==> config.mk <==
export PLATFORM = sky130hd
export DESIGN_NAME = dbt_engine
export DESIGN_NICKNAME = d
export VERILOG_FILES = /design/src/hdl/dbt_slave_port.v /design/src/hdl/dbt_hold_ctrl.v /design/src/hdl/dbt_engine.v
export VERILOG_INCLUDE_DIRS = /design/src /design/src/common
export SDC_FILE = /design/constraint.sdc
export NUM_CORES = 1
export LEC_CHECK = 0
export BUFFER_PORTS_ARGS = -buffer_cell sky130_fd_sc_hd__buf_2
export CAP_MARGIN = 10
export CORE_MARGIN = 5
export CORE_UTILIZATION = 55
export CTS_CLUSTER_DIAMETER = 50
export CTS_CLUSTER_SIZE = 40
export DETAILED_ROUTE_END_ITERATION = 6
export MAX_ROUTING_LAYER = met4
export PLACE_DENSITY = 0.75
export SLEW_MARGIN = 20
export SYNTH_ARGS = -nofsm -noshare
export SYNTH_HDL_FRONTEND = slang
export SYNTH_HIERARCHICAL = 1
export SYNTH_SLANG_ARGS = --single-unit
export TNS_END_PERCENT = 100
==> constraint.sdc <==
create_clock -name CLOCK_I -period 4.9 [get_ports CLOCK_I]
set_input_delay 0.98 -clock CLOCK_I [delete_from_list [all_inputs] [get_ports CLOCK_I]]
set_output_delay 0.98 -clock CLOCK_I [all_outputs]
set_load 0.005 [all_outputs]
==> src/common/dbt_regs.vh <==
/*
  constants for the dma bus-cycle engine: clock rate, cycle lengths,
  operation codes and command-register indices.
  assumes inclusion by bare name from the design files.
*/
`ifndef DBT_REGS_VH
`define DBT_REGS_VH

`define DBT_CLK_HZ 20000000
// standard cycle lengths in clocks
`define DBT_MEM_CLKS 3
`define DBT_IO_CLKS 4
// grant must be seen low this many clocks before mastering
`define DBT_GRANT_CLKS 2
// status drive delay in rising edges
`define DBT_RD_DELAY 2
// operation field of command register 0
`define DBT_OP_XFER 2'h0
`define DBT_OP_SEARCH 2'h1
`define DBT_OP_SIMUL 2'h2
// command register indices (low address bits)
`define DBT_REG_CTRL 3'h0
`define DBT_REG_SRCLO 3'h1
`define DBT_REG_SRCHI 3'h2
`define DBT_REG_DSTLO 3'h3
`define DBT_REG_DSTHI 3'h4
`define DBT_REG_MATCH 3'h5
`define DBT_REG_CNT 3'h6
`define DBT_NREGS 7
// control register bit positions
`define DBT_CTL_EN 0
`define DBT_CTL_OP 2:1
`define DBT_CTL_SRC_IO 3
`define DBT_CTL_DST_IO 4
`define DBT_CTL_WAITMUX 5
`define DBT_CTL_RESET 8'h00
`define DBT_CNT_RESET 8'h01

`endif

==> src/hdl/dbt_slave_port.v <==
/*
  host-side register port: write strobe latching, command register
  file and delayed status read drive.
  assumes strobes synchronous to the clock and grant high while the
  host owns the bus.
*/
`include "dbt_regs.vh"
module dbt_slave_port (
  // clock and reset
  input wire clk_i,
  input wire rst_i,
  // host strobes
  input wire ce_n_i,
  input wire io_request_n_i,
  input wire rd_n_i,
  input wire wr_n_i,
  input wire [2:0] addr_i,
  input wire [7:0] data_i,
  input wire hold_grant_n_i,
  // status in
  input wire [7:0] status_i,
  // register outputs
  output wire [7:0] ctrl_o,
  output wire [15:0] src_o,
  output wire [15:0] dst_o,
  output wire [7:0] match_o,
  output wire [7:0] count_o,
  output wire ctrl_wr_o,
  output reg [7:0] rd_data_o,
  output reg rd_oe_o
);
  reg wr_lat_ff;
  reg [2:0] wa_ff;
  reg [1:0] rd_cnt_ff;
  reg [7:0] regs_ff [0:`DBT_NREGS-1];
  wire host_owns = hold_grant_n_i;
  wire wr_hit = host_owns && !ce_n_i && !io_request_n_i && !wr_n_i;
  wire rd_hit = host_owns && !ce_n_i && !io_request_n_i && !rd_n_i;
  genvar g;

  always @(posedge clk_i) begin
    if (rst_i) begin
      wr_lat_ff <= 1'b0;
      wa_ff <= 3'h0;
    end else begin
      wr_lat_ff <= wr_hit;
      wa_ff <= addr_i;
    end
  end

  // data is taken one edge after the strobes were latched
  generate
    for (g = 0; g < `DBT_NREGS; g = g + 1) begin : g_reg
      always @(posedge clk_i) begin
        if (rst_i) begin
          regs_ff[g] <= (g == `DBT_REG_CNT) ? `DBT_CNT_RESET
                                             : `DBT_CTL_RESET;
        end else if (wr_lat_ff && wa_ff == g) begin
          regs_ff[g] <= data_i;
        end
      end
    end
  endgenerate

  always @(posedge clk_i) begin
    if (rst_i) begin
      rd_cnt_ff <= 2'h0;
      rd_oe_o <= 1'b0;
      rd_data_o <= 8'h00;
    end else if (!rd_hit) begin
      rd_cnt_ff <= 2'h0;
      rd_oe_o <= 1'b0;
    end else if (rd_cnt_ff < `DBT_RD_DELAY - 1) begin
      rd_cnt_ff <= rd_cnt_ff + 2'h1;
    end else begin
      rd_oe_o <= 1'b1;
      rd_data_o <= status_i;
    end
  end

  assign ctrl_o = regs_ff[`DBT_REG_CTRL];
  assign src_o = {regs_ff[`DBT_REG_SRCHI], regs_ff[`DBT_REG_SRCLO]};
  assign dst_o = {regs_ff[`DBT_REG_DSTHI], regs_ff[`DBT_REG_DSTLO]};
  assign match_o = regs_ff[`DBT_REG_MATCH];
  assign count_o = regs_ff[`DBT_REG_CNT];
  assign ctrl_wr_o = wr_lat_ff && wa_ff == `DBT_REG_CTRL;
endmodule // dbt_slave_port

==> src/hdl/dbt_hold_ctrl.v <==
/*
  bus hold request and grant qualification.
  assumes the host grants at a rising edge and resumes one clock after
  the request is withdrawn.
*/
`include "dbt_regs.vh"
module dbt_hold_ctrl (
  // clock and reset
  input wire clk_i,
  input wire rst_i,
  // control
  input wire enable_i,
  input wire ready_i,
  input wire release_i,
  input wire grant_chain_in_n_i,
  input wire hold_grant_n_i,
  // outputs
  output reg hold_request_n_o,
  output wire master_o
);
  reg [1:0] gcnt_ff;
  reg ready_ff;
  always @(posedge clk_i) begin
    if (rst_i) begin
      hold_request_n_o <= 1'b1;
      gcnt_ff <= 2'h0;
      ready_ff <= 1'b0;
    end else begin
      ready_ff <= ready_i;
      if (release_i) begin
        hold_request_n_o <= 1'b1;
      end else if (enable_i && ready_ff && hold_request_n_o &&
                   grant_chain_in_n_i) begin
        hold_request_n_o <= 1'b0;
      end
      if (hold_grant_n_i || hold_request_n_o) begin
        gcnt_ff <= 2'h0;
      end else if (gcnt_ff < `DBT_GRANT_CLKS) begin
        gcnt_ff <= gcnt_ff + 2'h1;
      end
    end
  end
  // mastering needs the grant still low, never a stale count
  assign master_o = (gcnt_ff == `DBT_GRANT_CLKS) && !hold_grant_n_i;
endmodule // dbt_hold_ctrl

==> src/hdl/dbt_engine.v <==
/*
  byte-mode dma bus-cycle engine: host register port, bus hold and
  master read/write cycle sequencing with wait states.
  assumes all pins synchronous to the 20 MHz clock and an external
  resolver that turns data/address/control enables into pin levels.
*/
`include "dbt_regs.vh"
module dbt_engine (
  // clock and reset
  input wire CLOCK_I,
  input wire RST_I,
  // host slave strobes
  input wire CE_N_I,
  input wire IO_REQUEST_N_I,
  input wire RD_N_I,
  input wire WR_N_I,
  // wait input when multiplexed on the select pin
  input wire WAIT_N_I,
  // bus hold
  input wire READY_I,
  input wire HOLD_GRANT_N_I,
  input wire GRANT_CHAIN_IN_N_I,
  output wire HOLD_REQUEST_N_O,
  // address bus
  input wire [15:0] ADDR_I,
  output reg [15:0] ADDR_O,
  output wire ADDR_OE_O,
  // data bus
  input wire [7:0] DATA_I,
  output wire [7:0] DATA_O,
  output wire DATA_OE_O,
  // bus control
  output wire MEMORY_REQUEST_N_O,
  output wire IO_REQUEST_N_O,
  output wire RD_N_O,
  output wire WR_N_O,
  output wire CTRL_OE_O,
  // status
  output wire MATCH_O,
  output wire DONE_O
);
  localparam S_IDLE = 7'h01;
  localparam S_T1 = 7'h02;
  localparam S_T2 = 7'h04;
  localparam S_TA = 7'h08;
  localparam S_TW = 7'h10;
  localparam S_T3 = 7'h20;
  localparam S_GAP = 7'h40;

  wire [7:0] ctrl;
  wire [15:0] src;
  wire [15:0] dst;
  wire [7:0] match_byte;
  wire [7:0] count;
  wire ctrl_wr;
  wire [7:0] rd_data;
  wire rd_oe;
  wire master;
  reg [6:0] st_ff;
  reg [6:0] nxt_st;
  reg wphase_ff;
  reg [15:0] sa_ff;
  reg [15:0] da_ff;
  reg [7:0] left_ff;
  reg [7:0] dlat_ff;
  reg dvalid_ff;
  reg match_ff;
  reg done_ff;
  reg en_ff;
  reg memory_request_n_ff;
  reg io_request_n_ff;
  reg rd_ff;
  reg wr_ff;
  // byte taken on the T3 fall and the wait level taken on a fall
  reg [7:0] rd_cap_ff;
  reg wait_low_ff;
  wire [1:0] op = ctrl[`DBT_CTL_OP];
  wire src_io = ctrl[`DBT_CTL_SRC_IO];
  wire dst_io = ctrl[`DBT_CTL_DST_IO];
  wire cyc_io = wphase_ff ? dst_io : src_io;
  wire read_only = (op != `DBT_OP_XFER);
  wire last_phase = wphase_ff || read_only;
  // stall allowed only on memory read or io write
  wire wait_pt = ctrl[`DBT_CTL_WAITMUX] &&
                 (cyc_io ? wphase_ff : !wphase_ff);
  wire stall = wait_low_ff;
  // request drops on the edge entering the final T3; the grant stays
  // low through T3, so the cycle ends before the host takes over
  wire bus_release = (nxt_st == S_T3) && last_phase;
  wire [7:0] status = {5'h00, dvalid_ff, match_ff, done_ff};

  dbt_slave_port u_slave (
    .clk_i(CLOCK_I),
    .rst_i(RST_I),
    .ce_n_i(CE_N_I),
    .io_request_n_i(IO_REQUEST_N_I),
    .rd_n_i(RD_N_I),
    .wr_n_i(WR_N_I),
    .addr_i(ADDR_I[2:0]),
    .data_i(DATA_I),
    .hold_grant_n_i(HOLD_GRANT_N_I),
    .status_i(status),
    .ctrl_o(ctrl),
    .src_o(src),
    .dst_o(dst),
    .match_o(match_byte),
    .count_o(count),
    .ctrl_wr_o(ctrl_wr),
    .rd_data_o(rd_data),
    .rd_oe_o(rd_oe)
  );

  dbt_hold_ctrl u_hold (
    .clk_i(CLOCK_I),
    .rst_i(RST_I),
    .enable_i(en_ff),
    .ready_i(READY_I),
    .release_i(bus_release),
    .grant_chain_in_n_i(GRANT_CHAIN_IN_N_I),
    .hold_grant_n_i(HOLD_GRANT_N_I),
    .hold_request_n_o(HOLD_REQUEST_N_O),
    .master_o(master)
  );

  // sequencing: T1, T2, auto stall (io), stall while wait low, T3
  always @* begin
    nxt_st = st_ff;
    case (st_ff)
      S_IDLE: begin
        if (master && en_ff) begin
          nxt_st = S_T1;
        end
      end
      S_T1: begin
        nxt_st = S_T2;
      end
      S_T2: begin
        if (cyc_io) begin
          nxt_st = S_TA;
        end else if (stall) begin
          nxt_st = S_TW;
        end else begin
          nxt_st = S_T3;
        end
      end
      S_TA: begin
        nxt_st = stall ? S_TW : S_T3;
      end
      S_TW: begin
        nxt_st = stall ? S_TW : S_T3;
      end
      S_T3: begin
        if (last_phase) begin
          nxt_st = S_GAP;
        end else begin
          nxt_st = S_T1;
        end
      end
      S_GAP: begin
        nxt_st = S_IDLE;
      end
      default: begin
        nxt_st = S_IDLE;
      end
    endcase
  end

  always @(posedge CLOCK_I) begin
    if (RST_I) begin
      st_ff <= S_IDLE;
      wphase_ff <= 1'b0;
      sa_ff <= 16'h0000;
      da_ff <= 16'h0000;
      left_ff <= 8'h00;
      dlat_ff <= 8'h00;
      dvalid_ff <= 1'b0;
      match_ff <= 1'b0;
      done_ff <= 1'b0;
      en_ff <= 1'b0;
      ADDR_O <= 16'h0000;
    end else begin
      st_ff <= nxt_st;
      if (ctrl_wr) begin
        // a fresh control write reloads the transfer
        en_ff <= DATA_I[`DBT_CTL_EN];
        sa_ff <= src;
        da_ff <= dst;
        left_ff <= count;
        done_ff <= 1'b0;
        match_ff <= 1'b0;
      end
      if (nxt_st == S_T1) begin
        ADDR_O <= (st_ff == S_T3) ? da_ff : sa_ff;
      end
      if (st_ff == S_T3) begin
        if (!wphase_ff) begin
          dlat_ff <= rd_cap_ff;
          dvalid_ff <= 1'b1;
          if (rd_cap_ff == match_byte) begin
            match_ff <= 1'b1;
          end
        end
        wphase_ff <= !last_phase;
        if (last_phase) begin
          sa_ff <= sa_ff + 16'h0001;
          da_ff <= da_ff + 16'h0001;
          left_ff <= left_ff - 8'h01;
          if (left_ff == 8'h01) begin
            en_ff <= 1'b0;
            done_ff <= 1'b1;
          end
        end
      end
    end
  end

  // strobe edges: mid-T1 memory, T2 rise io write/mem write, mid-T2 io read
  always @(negedge CLOCK_I) begin
    if (RST_I) begin
      memory_request_n_ff <= 1'b0;
      io_request_n_ff <= 1'b0;
      rd_ff <= 1'b0;
      wr_ff <= 1'b0;
    end else begin
      if (st_ff[0] || st_ff[6] || st_ff[5]) begin
        memory_request_n_ff <= 1'b0;
        io_request_n_ff <= 1'b0;
        rd_ff <= 1'b0;
      end else if (st_ff[1] && !cyc_io) begin
        memory_request_n_ff <= 1'b1;
        rd_ff <= !wphase_ff;
      end else if (st_ff[2] && cyc_io && !wphase_ff) begin
        io_request_n_ff <= 1'b1;
        rd_ff <= 1'b1;
      end else if (st_ff[2] && cyc_io) begin
        io_request_n_ff <= 1'b1;
      end
      wr_ff <= wphase_ff && (st_ff[2] || st_ff[3] || st_ff[4]);
    end
  end

  // the source lets go of the bus as the read strobe rises, so the byte
  // is taken on the T3 fall while the strobe is still low
  always @(negedge CLOCK_I) begin
    if (RST_I) begin
      rd_cap_ff <= 8'h00;
    end else if (st_ff[5] && !wphase_ff) begin
      rd_cap_ff <= DATA_I;
    end
  end

  // wait is looked at on the falling edge of T2 or of a stall clock; the
  // next rising edge then decides whether one more stall clock follows
  always @(negedge CLOCK_I) begin
    if (RST_I) begin
      wait_low_ff <= 1'b0;
    end else begin
      wait_low_ff <= wait_pt && !WAIT_N_I;
    end
  end

  // io write strobes start at the T2 rise, half a clock before the latch
  wire io_wr_early = wphase_ff && cyc_io && st_ff[2];
  wire wr_early = wphase_ff && st_ff[2];
  wire in_cycle = master && !st_ff[0];
  // simultaneous mode drives only the read side; outside logic does rest
  assign MEMORY_REQUEST_N_O = !memory_request_n_ff;
  assign IO_REQUEST_N_O = !(io_request_n_ff || io_wr_early);
  assign RD_N_O = !rd_ff;
  assign WR_N_O = !(wr_ff || wr_early);
  assign CTRL_OE_O = in_cycle;
  assign ADDR_OE_O = in_cycle;
  // latched byte driven after read strobe rises, through the write
  assign DATA_OE_O = rd_oe || (in_cycle && wphase_ff);
  assign DATA_O = rd_oe ? rd_data : dlat_ff;
  assign MATCH_O = match_ff;
  assign DONE_O = done_ff;
endmodule // dbt_engine

---- Word-level counts from Yosys, hierarchy flattened ----
Memory sizes are Yosys's and may differ from the RTL's.
Cells that the tools add are included.
cells by class
  add/subtract/negate cells ............... 5
  magnitude comparators ................... 2
  equality and inequality tests ........... 17
  multiplexer cells ....................... 64
  bitwise logic cells ..................... 11
  reduce and logical (&&, ||, !) cells .... 64
operator list
  operator                 count
  $mux W16                 7
  $mux W8                  11
  $mux W1                  41
  $pmux W7 S5              1
  $add A16 B1 Y16 const B  2
  $logic_and A1 B1 Y1      29
  $eq A7 B2 Y1 const B     2
  $eq A7 B6 Y1 const B     2
  $logic_not A1 Y1         14
  $mux W7                  2
  $mux W6                  2
  $reduce_or A2 Y1         5
  $eq A3 B3 Y1 const B     3
  $logic_or A1 B1 Y1       9
  $eq A8 B1 Y1 const B     1
  $eq A8 B8 Y1             1
  $sub A8 B1 Y8 const B    1
  $eq A7 B1 Y1 const B     1
  $eq A7 B3 Y1 const B     1
  $eq A7 B4 Y1 const B     1
  $eq A7 B5 Y1 const B     1
  $or A1 B1 Y1             7
  $eq A3 B2 Y1 const B     2
  $reduce_and A2 Y1        3
  other kinds (8)          14
storage, ports and cells
  register bits ........................... 103
  memory bits (writable) .................. 56
  input bits .............................. 34
  output and inout bits ................... 34
  logic and storage cells ................. 189
  memories ................................ 1
memories
  memory           words  width  rd ports  clocked after Yosys merged registers in  write ports  line                 text
  u_slave.regs_ff  7      8      7         0                                        7            dbt_slave_port.v:35  reg [7:0] regs_ff [0:`DBT_NREGS-1];

---- Depth between registers and ports, before layout ----
  depth after elaboration ................. 8
  mapped depth ............................ 9
  depth with buffers taken out ............ 8

---- Cells and area by module ----
The synthesis kept the hierarchy.
modules (own cells, without submodules)
  module          times used  cells an instance  area each (sq um)  seq. area each (sq um)
  dbt_engine      1           541                4581.9             1781.7
  dbt_slave_port  1           192                2788.9             1981.9
  dbt_hold_ctrl   1           14                 156.4              80.1

==> flow_summary.html <==
<table>
<tr><th>Metric</th><th>Value</th></tr>
<tr><th colspan="2">Drt</th></tr>
<tr><td>DRC violations left</td><td>0</td></tr>
<tr><td>Avg Vias per Cell</td><td>5.927</td></tr>
<tr><td>Wire length per cell</td><td>18.03 µm</td></tr>
<tr><td>Number of design-rule violations left by the first detailed-router iteration</td><td>about 600</td></tr>
<tr><td>Antenna Nets Post-Route</td><td>0</td></tr>
<tr><td>Detailed-routing iteration count for the pre-antenna-repair pass</td><td>5</td></tr>
<tr><td>Routed vias</td><td>5838</td></tr>
<tr><td>Routed WL</td><td>17760 µm</td></tr>
<tr><th colspan="2">Clock tree</th></tr>
<tr><td>Worst-path clk slew</td><td>0.06 ns</td></tr>
<tr><td>Root Buffer Master</td><td>clkbuf_16</td></tr>
<tr><td>Clock tree from TritonCTS</td><td>built</td></tr>
<tr><td>Inserted Clock Buffers</td><td>17</td></tr>
<tr><td>Number of buffers on the longest clock path</td><td>2</td></tr>
<tr><td>Hold bufs inserted after CTS</td><td>0</td></tr>
<tr><td>Total clock sinks</td><td>161</td></tr>
<tr><td>H-Tree Level Count</td><td>4</td></tr>
<tr><td># Post-CTS Setup Buffers</td><td>0</td></tr>
<tr><td>Source-to-sink clock delay at the later pin of the worst-skew pair</td><td>0.46 ns</td></tr>
<tr><td>Count of cells resized by post-cts repair</td><td>0</td></tr>
<tr><th colspan="2">Setup path</th></tr>
<tr><td>Cell type group with the largest total delay on the critical path</td><td>flip-flops</td></tr>
<tr><td>Data arrival, critical path</td><td>around 3.5 ns</td></tr>
<tr><td>Critical Path Start Type</td><td>register</td></tr>
<tr><td>Critical-path top delay cell</td><td>dfxtp_1</td></tr>
<tr><td>Data required time of the worst path</td><td>a little under 4 ns</td></tr>
<tr><td>Path type of the worst setup path</td><td>reg -&gt; out</td></tr>
<tr><td>Category of the worst setup path capture point</td><td>primary output</td></tr>
<tr><td>Cell-by-cell listing of the critical path</td><td>a21oi_1 &gt; buf_2</td></tr>
<tr><td>Delay contributed by the slowest stage of the critical path</td><td>about 0.30 ns</td></tr>
<tr><td>Largest fanout on the critical path</td><td>2</td></tr>
<tr><td>Buf+Inv Stages, Crit Path</td><td>1</td></tr>
<tr><th colspan="2">Final layout</th></tr>
<tr><td>Post-layout instance count excluding filler cells</td><td>between 900 and 1000</td></tr>
<tr><td>Count of nets after finishing</td><td>837</td></tr>
<tr><td>Final antenna diode count</td><td>0</td></tr>
<tr><td>Layout cells sized above 1</td><td>0.1644</td></tr>
<tr><td>Fin area</td><td>8487 µm²</td></tr>
<tr><td>Seq. cell area</td><td>3754 µm²</td></tr>
<tr><td>Finished Core Util</td><td>0.6409</td></tr>
<tr><td>Area used by multi-input combinational logic</td><td>3443 µm²</td></tr>
<tr><td>Area growth syn-to-layout</td><td>14.40%</td></tr>
<tr><td>Number of fill cells in the layout</td><td>1066</td></tr>
<tr><th colspan="2">Global route</th></tr>
<tr><td>Initial antenna violation count</td><td>0</td></tr>
<tr><td>Global route total overflow</td><td>0</td></tr>
<tr><td>Maximum number of pins on one net before global-route repair</td><td>66</td></tr>
<tr><td>Number of global-route vias before repair</td><td>around 5700</td></tr>
<tr><td>Total routing usage reported by global routing</td><td>0.2332</td></tr>
<tr><td>First-pass GRT wire length</td><td>28970 µm</td></tr>
<tr><th colspan="2">Die</th></tr>
<tr><td>Die H</td><td>126.1 µm</td></tr>
<tr><td>I/O pin count</td><td>68</td></tr>
<tr><td>Die width</td><td>roughly 130 µm</td></tr>
<tr><td>Floorplan Core Area</td><td>13240 µm²</td></tr>
<tr><td>Number of core rows</td><td>between 40 and 50</td></tr>
<tr><td>Total Die Area</td><td>15910 µm²</td></tr>
<tr><td>Initial standard-cell utilization of the core</td><td>0.5602</td></tr>
<tr><th colspan="2">Pwr</th></tr>
<tr><td>Final total power</td><td>2.923 mW</td></tr>
<tr><td>Static power due to leakage</td><td>between 3 and 4 nW</td></tr>
<tr><td>Largest vdd supply drop</td><td>approximately 220 µV</td></tr>
<tr><td>Power density over the cells</td><td>between 300 and 400 nW/µm²</td></tr>
<tr><th colspan="2">Placement</th></tr>
<tr><td>Pre-CTS setup slack</td><td>0.5529 ns</td></tr>
<tr><td>Final weighted congestion in routability-driven placement</td><td>0.8180</td></tr>
<tr><td>Count of input and output buffers</td><td>54</td></tr>
<tr><td>Placed instance count</td><td>941</td></tr>
<tr><td>Placed instance area</td><td>~8000 µm²</td></tr>
<tr><td>Post-detailed-placement half-perimeter wirelength</td><td>11960 µm</td></tr>
<tr><th colspan="2">STA</th></tr>
<tr><td>Final sum of negative setup slack</td><td>0 ns</td></tr>
<tr><td>Final hold vios</td><td>0</td></tr>
<tr><td>Worst hold margin</td><td>0.4762 ns</td></tr>
<tr><td>Maximum clock skew at final layout</td><td>0.04070 ns</td></tr>
<tr><td>Worst Max-Slew Pin Slew</td><td>0.9762 ns</td></tr>
<tr><td>Unrepaired setup endpoints after global routing</td><td>no</td></tr>
<tr><td>Number of slew-limit violations in the final report</td><td>0</td></tr>
<tr><td>Headroom to the max-slew limit</td><td>0.3476</td></tr>
<tr><td>Final worst setup slack</td><td>0.4311 ns</td></tr>
<tr><td>Final setup violating endpoints</td><td>0</td></tr>
<tr><th colspan="2">Run status</th></tr>
<tr><td>Result of the run</td><td>completed</td></tr>
<tr><th colspan="2">Flow run</th></tr>
<tr><td>Number of maximum-capacitance violations</td><td>0</td></tr>
<tr><th colspan="2">Yosys</th></tr>
<tr><td>Syn avg cell area</td><td>10.01 µm²</td></tr>
<tr><td>Count of yosys warnings during synthesis</td><td>6</td></tr>
<tr><td>Netlist area before placement</td><td>roughly 7400 µm²</td></tr>
<tr><td>Post-synthesis instance total</td><td>741</td></tr>
<tr><th colspan="2">Hold path</th></tr>
<tr><td>Min-Delay Path Class</td><td>reg -&gt; reg</td></tr>
</table>
power by group:
part	switching (mW)	internal, mW
Sequential	0.0145	1.40
Clock	0.561	0.868
Combinational	0.0535	0.0238
Total	0.629	2.29
layout by cell type, fill, tap and decap left out, drive strengths merged, types with 7 or more instances in the layout:
cell and n:
dfxtp 108, a211oi 20, and2 53, nand2b 22
nor3 25, mux2i 24, buf 61, ha 7
nor2b 10, mux2 9, xor2 14, and3 9
nor2 73, nor4 16, a311oi 23, nand2 50
a21oi 30, a31oi 7, nand3 30, o21ai 26
clkbuf 21, edfxtp 53, inv 34
worst reg2reg max path, cell delays in order, from the launching register on:
cell     delay (ns)
dfxtp_1        0.33
buf_4          0.21
nor2_1         0.75
mux2i_1        0.35
nor2_1         0.08
cell type report:
cell class	count	area share
clock buffer	21	0.06059
clock inverter	24	0.01961
inverter	17	0.007519
multi-input combinational	525	0.4057
sequential	161	0.4423
tap	176	0.02595
timing repair buffer	61	0.03833
final timing paths:
kind	startpoint	to	slack, ns	cells past startpoint
max	io_request_n_ff	IO_REQUEST_N_O	0.43	2
min	dvalid_ff	dvalid_ff	0.48	2
max reg2reg	wphase_ff	rd_cap_ff[2]	0.64	4
min reg2reg	dvalid_ff	dvalid_ff	0.48	2
per-layer routing:
metal,track usage,vias up,share of wire
met2,0.3725,202,0.49
met3,0.04107,24,0.056
met1,0.3031,2795,0.44
li1,-,2817,-
met4,0.07571,0,0.014
met5,-,-,0
sequential cells by signal (all words and copies together), names as in the netlist, 2 cells and up:
signal and count:
u_slave/rd_data_o 8, da_ff 16, left_ff 8, st_ff 7, u_slave/regs_ff 53, u_slave/rd_cnt_ff 2, rd_cap_ff 8, sa_ff 16
ADDR_O 16, u_slave/wa_ff 3, u_hold/gcnt_ff 2, dlat_ff 8
Power figures use the tool's default switching activity.
